## src/include/sms_pkg.sv

```systemverilog
// shared constants and types of the standby mode sequencer
package sms_pkg;

    ////////////////////////////////////////////////////////////////////////////
    // register port geometry
    localparam int unsigned ADDR_W = 4;
    localparam int unsigned DATA_W = 8;

    ////////////////////////////////////////////////////////////////////////////
    // register offsets
    localparam logic [ADDR_W-1:0] ADDR_CTRL     = 4'h0;
    localparam logic [ADDR_W-1:0] ADDR_WD_CSR   = 4'h1;
    localparam logic [ADDR_W-1:0] ADDR_WD_COUNT = 4'h2;
    localparam logic [ADDR_W-1:0] ADDR_WD_RST   = 4'h3;
    localparam logic [ADDR_W-1:0] ADDR_STATUS   = 4'h4;

    ////////////////////////////////////////////////////////////////////////////
    // field positions
    localparam int unsigned CTRL_STANDBY_SELECT_BIT = 0;
    localparam int unsigned CTRL_WAKE_EDGE_BIT      = 1;
    localparam int unsigned CTRL_W                  = 2;
    localparam int unsigned WD_FLAG_BIT             = 7;
    localparam int unsigned WD_MODE_BIT             = 6;
    localparam int unsigned WD_RUN_BIT              = 5;
    localparam int unsigned WD_RESET_LSB            = 5;
    localparam int unsigned WD_SEL_MSB              = 2;
    localparam int unsigned WD_SEL_LSB              = 0;
    localparam int unsigned WD_SEL_W                = 3;
    localparam int unsigned STATUS_PIN_BIT          = 4;

    ////////////////////////////////////////////////////////////////////////////
    // reset values
    localparam logic [CTRL_W-1:0] CTRL_RST     = 2'h0;
    localparam logic [DATA_W-1:0] WD_CSR_RST   = 8'h00;
    localparam logic [DATA_W-1:0] WD_COUNT_RST = 8'h00;
    localparam logic [DATA_W-1:0] WD_RST_RST   = 8'h00;
    localparam logic [DATA_W-1:0] READ_ZERO    = 8'h00;

    ////////////////////////////////////////////////////////////////////////////
    // wake edge encodings and timing
    localparam logic EDGE_FALL = 1'b0;
    localparam logic EDGE_RISE = 1'b1;
    localparam int unsigned BLOCK_W            = 3;
    localparam logic [BLOCK_W-1:0] NMI_BLOCK_CYCLES = 3'h5;

    ////////////////////////////////////////////////////////////////////////////
    // per-unit initialise strobes
    localparam int unsigned INIT_MTU_CTRL = 0;
    localparam int unsigned INIT_FRT      = 1;
    localparam int unsigned INIT_SCIF     = 2;
    localparam int unsigned INIT_MAC      = 3;
    localparam int unsigned INIT_MAC_DMA  = 4;
    localparam int unsigned INIT_W        = 5;

    typedef enum logic [3:0] {
        SMS_RUN    = 4'h1,
        SMS_SLEEP  = 4'h2,
        SMS_STBY   = 4'h4,
        SMS_SETTLE = 4'h8
    } sms_state_t;

endpackage

```

## src/verilog/sms_wake_timer.sv

```systemverilog
// watchdog counter with prescaler, times the settling interval
`timescale 1ns/10ps
`default_nettype none

module sms_wake_timer #(
    parameter int unsigned CNT_W = 8,
    parameter int unsigned PRE_W = 8
) (
    input  wire logic             clk_in,
    input  wire logic             rst_b_in,
    input  wire logic             run_in,
    input  wire logic [2:0]       div_sel_in,
    input  wire logic             load_in,
    input  wire logic [CNT_W-1:0] load_value_in,
    output logic      [CNT_W-1:0] count_out,
    output logic                  overflow_out
);

    // largest division is two to the eighth, needs eight prescaler bits
    if (PRE_W < 8 || CNT_W < 1) begin : g_bad_width
        $error("sms_wake_timer: PRE_W must be at least 8");
    end

    logic [PRE_W-1:0] prescale;
    logic [PRE_W-1:0] mask;
    logic             tick;

    assign mask         = ~({PRE_W{1'b1}} << ({1'b0, div_sel_in} + 4'h1));
    assign tick         = run_in && ((prescale & mask) == mask);
    assign overflow_out = tick && (count_out == {CNT_W{1'b1}});

    ////////////////////////////////////////////////////////////////////////////
    // prescaler restarts when idle so every interval is whole
    always_ff @(posedge clk_in or negedge rst_b_in) begin
        if (!rst_b_in) begin
            prescale <= '0;
        end else if (!run_in) begin
            prescale <= '0;
        end else begin
            prescale <= prescale + 1'b1;
        end
    end

    // count is retained across standby, never cleared by entry
    always_ff @(posedge clk_in or negedge rst_b_in) begin
        if (!rst_b_in) begin
            count_out <= '0;
        end else if (load_in) begin
            count_out <= load_value_in;
        end else if (tick) begin
            count_out <= count_out + 1'b1;
        end
    end

endmodule

`default_nettype wire

```

## src/verilog/sms_sequencer.sv

```systemverilog
// standby mode sequencer: entry, retention policy, wake and settling
//
// The implementer's own choices: strobed register access and the register offsets.
`timescale 1ns/10ps
`default_nettype none

// How it works
// - standby select set plus low-power instruction moves execution into standby
// - wake edge ignored in the instruction cycle and five cycles after it
// - standby stops both cpu and peripheral clock enables
// - cpu is only clock-gated, its registers are never reset here
// - entry pulses reset of transfer unit channel control and operation registers
// - transfer unit address, count, request and vector registers get no reset
// - entry clears watchdog status bits seven to five and reset status register
// - watchdog select bits two to zero and watchdog count are kept
// - entry pulses reset of timer, fifo serial, network mac and its engine
// - other units receive no reset strobe and keep their registers
// - control register and frequency settings are not touched by entry
// - standby ends only by wake edge, power-on reset or manual reset
// - wake edge waits watchdog interval, then clocks return and interrupt starts
// - standby select clear makes the instruction enter light sleep instead
// - wake edge select zero picks falling edge, one picks rising edge
module sms_sequencer
    import sms_pkg::*;
#(
    parameter int unsigned CNT_W = 8
) (
    input  wire logic              clk_in,
    input  wire logic              rst_b_in,
    input  wire logic              manual_reset_b_in,
    input  wire logic              sleep_exec_in,
    input  wire logic              irq_wake_in,
    input  wire logic              wake_pin_in,
    input  wire logic [ADDR_W-1:0] addr_in,
    input  wire logic [DATA_W-1:0] wr_data_in,
    input  wire logic              wr_in,
    input  wire logic              rd_in,
    output logic      [DATA_W-1:0] rd_data_out,
    output logic                   cpu_clk_en_out,
    output logic                   periph_clk_en_out,
    output logic                   standby_out,
    output logic                   sleep_out,
    output logic                   nmi_take_out,
    output logic      [INIT_W-1:0] unit_init_out
);

    if (CNT_W != DATA_W) begin : g_bad_cnt
        $error("sms_sequencer: CNT_W must equal the register data width");
    end

    ////////////////////////////////////////////////////////////////////////////
    // declarations
    sms_state_t          state;
    sms_state_t          next_state;
    logic [CTRL_W-1:0]   ctrl;
    logic [DATA_W-1:0]   wd_csr;
    logic [DATA_W-1:0]   wd_rst;
    logic [BLOCK_W-1:0]  block_cnt;
    logic                pin_prev;
    logic                edge_seen;
    logic                nmi_ok;
    logic                enter_standby;
    logic                enter_sleep;
    logic                timer_run;
    logic                timer_load;
    logic [CNT_W-1:0]    wd_count;
    logic                wd_overflow;
    logic                wr_ctrl;
    logic                wr_csr;
    logic                wr_rst;
    logic                next_take;

    assign wr_ctrl = wr_in && (addr_in == ADDR_CTRL);
    assign wr_csr  = wr_in && (addr_in == ADDR_WD_CSR);
    assign wr_rst  = wr_in && (addr_in == ADDR_WD_RST);
    assign timer_load = wr_in && (addr_in == ADDR_WD_COUNT);

    ////////////////////////////////////////////////////////////////////////////
    // wake edge detection; the pin is taken as synchronous to clk_in
    always_ff @(posedge clk_in or negedge rst_b_in) begin
        if (!rst_b_in) begin
            pin_prev <= 1'b0;
        end else begin
            pin_prev <= wake_pin_in;
        end
    end

    always_comb begin
        if (ctrl[CTRL_WAKE_EDGE_BIT] == EDGE_RISE) begin
            edge_seen = wake_pin_in && !pin_prev;
        end else begin
            edge_seen = !wake_pin_in && pin_prev;
        end
    end

    // an edge inside the blocking window is dropped, not held pending
    assign nmi_ok = edge_seen && (block_cnt == '0) && !sleep_exec_in;

    ////////////////////////////////////////////////////////////////////////////
    // blocking window after the low-power instruction
    always_ff @(posedge clk_in or negedge rst_b_in) begin
        if (!rst_b_in) begin
            block_cnt <= '0;
        end else if (!manual_reset_b_in) begin
            block_cnt <= '0;
        end else if (sleep_exec_in && (state == SMS_RUN)) begin
            block_cnt <= NMI_BLOCK_CYCLES;
        end else if (block_cnt != '0) begin
            block_cnt <= block_cnt - 1'b1;
        end
    end

    ////////////////////////////////////////////////////////////////////////////
    // mode selection at the low-power instruction
    assign enter_standby = (state == SMS_RUN) && sleep_exec_in
                           && ctrl[CTRL_STANDBY_SELECT_BIT];
    assign enter_sleep   = (state == SMS_RUN) && sleep_exec_in
                           && !ctrl[CTRL_STANDBY_SELECT_BIT];

    ////////////////////////////////////////////////////////////////////////////
    // sequencer
    always_comb begin
        next_state = state;
        next_take  = 1'b0;
        unique case (state)
            SMS_RUN: begin
                if (enter_standby) begin
                    next_state = SMS_STBY;
                end else if (enter_sleep) begin
                    next_state = SMS_SLEEP;
                end else if (nmi_ok) begin
                    next_take = 1'b1;
                end
            end
            SMS_SLEEP: begin
                if (nmi_ok) begin
                    next_state = SMS_RUN;
                    next_take  = 1'b1;
                end else if (irq_wake_in) begin
                    next_state = SMS_RUN;
                end
            end
            SMS_STBY: begin
                // nothing but the selected wake edge leaves this state
                if (nmi_ok) begin
                    next_state = SMS_SETTLE;
                end
            end
            SMS_SETTLE: begin
                if (wd_overflow) begin
                    next_state = SMS_RUN;
                    next_take  = 1'b1;
                end
            end
        endcase
    end

    // manual reset cancels any low-power mode; power-on reset is rst_b_in
    always_ff @(posedge clk_in or negedge rst_b_in) begin
        if (!rst_b_in) begin
            state <= SMS_RUN;
        end else if (!manual_reset_b_in) begin
            state <= SMS_RUN;
        end else begin
            state <= next_state;
        end
    end

    ////////////////////////////////////////////////////////////////////////////
    // clock enables and mode flags, registered from the next state
    always_ff @(posedge clk_in or negedge rst_b_in) begin
        if (!rst_b_in) begin
            cpu_clk_en_out    <= 1'b1;
            periph_clk_en_out <= 1'b1;
            standby_out       <= 1'b0;
            sleep_out         <= 1'b0;
        end else if (!manual_reset_b_in) begin
            cpu_clk_en_out    <= 1'b1;
            periph_clk_en_out <= 1'b1;
            standby_out       <= 1'b0;
            sleep_out         <= 1'b0;
        end else begin
            // cpu state is only frozen by its clock, never cleared
            cpu_clk_en_out    <= (next_state == SMS_RUN);
            periph_clk_en_out <= (next_state == SMS_RUN)
                                 || (next_state == SMS_SLEEP);
            standby_out       <= (next_state == SMS_STBY)
                                 || (next_state == SMS_SETTLE);
            sleep_out         <= (next_state == SMS_SLEEP);
        end
    end

    // interrupt exception start, one cycle, coincides with clock return
    always_ff @(posedge clk_in or negedge rst_b_in) begin
        if (!rst_b_in) begin
            nmi_take_out <= 1'b0;
        end else begin
            nmi_take_out <= next_take && manual_reset_b_in;
        end
    end

    ////////////////////////////////////////////////////////////////////////////
    // initialise strobes to the units that lose their state in standby;
    // units with no strobe bit keep everything
    always_ff @(posedge clk_in or negedge rst_b_in) begin
        if (!rst_b_in) begin
            unit_init_out <= '0;
        end else begin
            unit_init_out                <= '0;
            unit_init_out[INIT_MTU_CTRL] <= enter_standby && manual_reset_b_in;
            unit_init_out[INIT_FRT]      <= enter_standby && manual_reset_b_in;
            unit_init_out[INIT_SCIF]     <= enter_standby && manual_reset_b_in;
            unit_init_out[INIT_MAC]      <= enter_standby && manual_reset_b_in;
            unit_init_out[INIT_MAC_DMA]  <= enter_standby && manual_reset_b_in;
        end
    end

    ////////////////////////////////////////////////////////////////////////////
    // control register: kept across standby
    always_ff @(posedge clk_in or negedge rst_b_in) begin
        if (!rst_b_in) begin
            ctrl <= CTRL_RST;
        end else if (wr_ctrl) begin
            ctrl <= wr_data_in[CTRL_W-1:0];
        end
    end

    ////////////////////////////////////////////////////////////////////////////
    // watchdog control/status: upper bits cleared at entry, select bits kept
    always_ff @(posedge clk_in or negedge rst_b_in) begin
        if (!rst_b_in) begin
            wd_csr <= WD_CSR_RST;
        end else if (enter_standby && manual_reset_b_in) begin
            wd_csr[DATA_W-1:WD_RESET_LSB] <= '0;
        end else begin
            if (wr_csr) begin
                wd_csr[WD_MODE_BIT:0] <= wr_data_in[WD_MODE_BIT:0];
            end
            // overflow flag: software writes 0 to clear, a new overflow wins
            if (wd_overflow && (state == SMS_RUN)) begin
                wd_csr[WD_FLAG_BIT] <= 1'b1;
            end else if (wr_csr && !wr_data_in[WD_FLAG_BIT]) begin
                wd_csr[WD_FLAG_BIT] <= 1'b0;
            end
        end
    end

    // watchdog reset control/status: wholly cleared at entry
    always_ff @(posedge clk_in or negedge rst_b_in) begin
        if (!rst_b_in) begin
            wd_rst <= WD_RST_RST;
        end else if (enter_standby && manual_reset_b_in) begin
            wd_rst <= WD_RST_RST;
        end else if (wr_rst) begin
            wd_rst <= wr_data_in;
        end
    end

    ////////////////////////////////////////////////////////////////////////////
    // settling timer: the kept count runs at the kept division to overflow;
    // a short programmed interval gives an unstable clock, software must size it
    assign timer_run = (state == SMS_SETTLE)
                       || ((state == SMS_RUN) && wd_csr[WD_RUN_BIT]);

    sms_wake_timer #(
        .CNT_W (CNT_W),
        .PRE_W (8)
    ) u_timer (
        .clk_in        (clk_in),
        .rst_b_in      (rst_b_in),
        .run_in        (timer_run),
        .div_sel_in    (wd_csr[WD_SEL_MSB:WD_SEL_LSB]),
        .load_in       (timer_load),
        .load_value_in (wr_data_in[CNT_W-1:0]),
        .count_out     (wd_count),
        .overflow_out  (wd_overflow)
    );

    ////////////////////////////////////////////////////////////////////////////
    // read port: data stand in the cycle after the strobe only
    always_ff @(posedge clk_in or negedge rst_b_in) begin
        if (!rst_b_in) begin
            rd_data_out <= READ_ZERO;
        end else if (!rd_in) begin
            rd_data_out <= READ_ZERO;
        end else begin
            unique case (addr_in)
                ADDR_CTRL:     rd_data_out <= {{(DATA_W-CTRL_W){1'b0}}, ctrl};
                ADDR_WD_CSR:   rd_data_out <= wd_csr;
                ADDR_WD_COUNT: rd_data_out <= wd_count;
                ADDR_WD_RST:   rd_data_out <= wd_rst;
                ADDR_STATUS:   rd_data_out <= {3'h0, pin_prev, state};
                default:       rd_data_out <= READ_ZERO;
            endcase
        end
    end

endmodule

`default_nettype wire

```

## config.mk

```make
export PLATFORM = sky130hd
export DESIGN_NAME = sms_sequencer
export DESIGN_NICKNAME = d
export VERILOG_FILES = /design/src/include/sms_pkg.sv /design/src/verilog/sms_wake_timer.sv /design/src/verilog/sms_sequencer.sv
export SDC_FILE = /design/constraint.sdc
export NUM_CORES = 1
export LEC_CHECK = 0
export ABC_AREA = 1
export BUFFER_PORTS_ARGS = -buffer_cell sky130_fd_sc_hd__buf_2
export CAP_MARGIN = 20
export CORE_MARGIN = 1.5
export CORE_UTILIZATION = 52
export CTS_CLUSTER_SIZE = 30
export DETAILED_ROUTE_END_ITERATION = 8
export PLACE_DENSITY = 0.76
export SLEW_MARGIN = 20
export SYNTH_ARGS = -nofsm -noshare
export SYNTH_HDL_FRONTEND = slang
export SYNTH_SLANG_ARGS = --single-unit
```

## constraint.sdc

```tcl
create_clock -name clk_in -period 1.65 [get_ports clk_in]
set_input_delay 0 -clock clk_in [delete_from_list [all_inputs] [get_ports clk_in]]
set_output_delay 0 -clock clk_in [all_outputs]
set_load 0.03 [all_outputs]
```

==> impl_results.md <==
* Area leader, netlist: dfrtp_1
* Post-DR wirelength/cell at between 15 and 20 um
* Die Area at 6289 um^2
* Main synth FF type: dfrtp_1
* Final period util at 113.6%
* Initial Utilization at a little over half
* Post-synth EDFFs at 0
* Max Cap Viol at 0
* Critical Path Start Type: register
* Worst-Skew Late Latency at between 0.3 and 0.4 ns
* Leakage at 2.110 nW
* Max VDD drop at ~0.82 mV
* Chip Height at roughly 79 um
* DRT iter0 DRCs at around 220
* Unrepaired setup endpoints after global routing: yes
* CP max FO at 5
* Grt ovf at 0
* Vias per inst at 5.624
* Post-synth top area share at 43.80%
* Power density cells at ~1100 nW/um^2
* RR Endpoint: u_timer.count_out[6]
* Crit end category: register
* Final #Nets at ~490
* Routed vias at 2992
* Setup ws final at -0.2236 ns
* Clk buf depth at 2
* Initial antenna violation count at 0
* Minimum clock period at about 1.9 ns
* Largest cells by area after synthesis: dfrtp_1 44%, inv_1 8.7%, nand2_1 7.7%
* Failing checks: hold timing, setup timing
* Fmax at 533.7 MHz
* Area growth syn-to-layout at 35.17%
* Worst clock skew at approximately 0.012 ns
* Synth Area per Inst at a little over 8 um^2
* # rows at 27
* Hold Path Depth at 3
* Register bit total from synthesis at 56
* Sequential share of the synthesized area at approximately 46%
* Hpwl dp at approximately 5300 um
* Vias in the first global route at 2812
* Total track usage at between 20% and 30%
* Async SR Flop Fraction at 100.0%
* Req. time, crit path at approximately 1.9 ns
* RR Startpoint: wd_csr[0]
* Mapped Nets at 396
* Synthesized cell area at 3028 um^2
* Post-Route Setup TNS at -3.560 ns
* Cells after Synth at 370
* Hold crit path type: in2reg
* Diodes inserted at 0
* WP buf/inv at 1
* Antenna viol nets, final at 0
* First-pass GRT wire length at between 10000 and 15000 um
* Hold path startpoint: wr_data_in[4]
* Unique masters post-synth at 39
* Fin Hold WS at -0.007719 ns
* Arrival time worst endpoint at ~2.1 ns
* Final Hold Viols at 1
* Commonest non-fill, non-tap cell in the layout: inv_1
* Number of clock sinks at 56
* Critical path cell sequence: ha_1 -> nand2_1 -> o21ai_1 -> nor2_1 -> nor2_2 -> nor2_4 -> buf_6 -> nand2_4 -> nor2_4 -> xor2_1 -> nand2_1 -> nand2_1
* Inst Count DP at ~500
* Worst Hold End: wd_csr[4]
* CP most frequent cell: nand2_1
* Most frequent cells in the layout: 68 x inv_1, 52 x dfrtp_1, 51 x nand2_1
* Max Slew Vio Count at 0
* Worst path top cell family by delay: simple AND/OR/NAND/NOR gates
* CTS Buf Count at 5
* Core region area at roughly 5600 um^2
* Gpl congestion at 0.8779
* Reg clk slew, reported paths at ~0.10 ns
* Status: finished, violations left
* Clock H-tree levels at 2
* Actual slew at the worst max-slew pin at ~0.53 ns
* Detailed Route WL at ~8500 um
* Yosys warning count at 0
* Crit path max-delay cell type: dfrtp_1
* Power, Total at ~4.6 mW
* CTS tree: yes
* IO Port Bufs at 37
* Max-slew headroom at between 60 and 70%
* Ports at 38
* R2R depth at 12
* Number of remaining DRC errors at 0
* Post-route insts no fill at approximately 530
* Die Wd at a little under 80 um
* Root buffer cell: clkbuf_8
* FF-to-FF setup slack at -0.22 ns
* CP peak stage delay at ~0.42 ns
* Pin count of the biggest net entering global routing at 57
* Final setup fails at 29
* Proportion of layout cells with a drive suffix above 1 at 34.13%
* First-pass DRT Iterations at 7
* Post-Route Utilization at ~73%
* Worst Setup Path Type: reg2reg
-- power by group --
group | switching (mW) | internal, mW
sequential | 0.187 | 1.64
clock | 0.477 | 0.759
combinational | 0.873 | 0.656
total | 1.54 | 3.06
-- worst register-to-register path: stages (launching register included) --
cell	delay, ns
dfrtp_1	0.42
ha_1	0.32
nand2_1	0.07
o21ai_1	0.06
nor2_1	0.12
nor2_2	0.07
nor2_4	0.17
buf_6	0.13
nand2_4	0.08
nor2_4	0.10
xor2_1	0.15
nand2_1	0.08
nand2_1	0.07
-- cell type report --
type                            instances  area (um^2)
Multi-Input combinational cell        235         1511
Fill cell                             384         1481
Sequential cell                        56         1406
Timing Repair Buffer                   88        641.9
Inverter                               73        284.0
Clock inverter                          3        90.09
Tap cell                               72        90.09
Clock buffer                            5        68.82
-- cell usage after synthesis (7+ instances only) --
cell	number
inv_1	70
nand2_1	62
dfrtp_1	53
nor2_1	31
nand3_1	23
o21ai_0	23
a21oi_1	14
nand2_2	7
nor3_1	7
o22ai_1	7
-- cells by family (layout without fill, tap and decap cells) --
logic type / count (synthesis) / in the layout / share of synthesized area [%]
AOI/OAI and AO/OA: 66 / 66 / 13.31
xor gates and xnor gates: 7 / 7 / 2.025
adders and majority gates: 6 / 6 / 2.479
buffers and inverters: 79 / 169 / 10.45
DFF: 56 / 56 / 46.41
and+or+nand+nor: 156 / 156 / 25.33
-- routing by layer --
layer	vias up	wire (um)	global-route usage, %
met3	26	645	3.333
met2	154	4153	43.85
met1	1437	3433	35.35
met5	-	0	0
met4	0	236	10.70
li1	1375	-	-
-- worst max-delay path by stage --
stage	start	slack, ns	depth (start not counted)	to
6_report	wd_csr[0]	-0.22	12	u_timer.count_out[6]
3_3_place_gp	wd_csr[0]	-0.11	12	standby_out
3_5_place_dp	wd_csr[0]	-0.15	14	sleep_out
2_1_floorplan	wd_csr[0]	-0.01	10	wd_csr[7]
5_1_grt	wd_csr[0]	-0.34	12	u_timer.count_out[6]
4_1_cts	wd_csr[0]	-0.18	9	wd_csr[7]
-- flip-flops by register name (all words and copies together), names as in the netlist --
register	cells
sleep_out	1
block_cnt	3
wd_csr	8
state	4
cpu_clk_en_out	1
standby_out	1
unit_init_out	1
periph_clk_en_out	1
rd_data_out	8
u_timer.count_out	8
wd_rst	8
nmi_take_out	1
u_timer.prescale	8
ctrl	2
pin_prev	1
-- timing repair --
item	CTS	global route
pin swaps	4	8
hold buffers	9	0
hold endpoints to repair	75	0
setup buffers	2	12
gates resized for setup	15	57
setup endpoints to repair	13	33
-- through the flow --
stage	setup slack [ns]	instance area, um^2
final	-0.2236	4093
after global routing	-0.3365	4093
after CTS	-0.1764	3802
after detailed placement	-0.1492	3486
after global placement	-0.1084	3486
after floorplan	-0.01332	3028
Note: power is estimated with default switching activity, not from simulation.
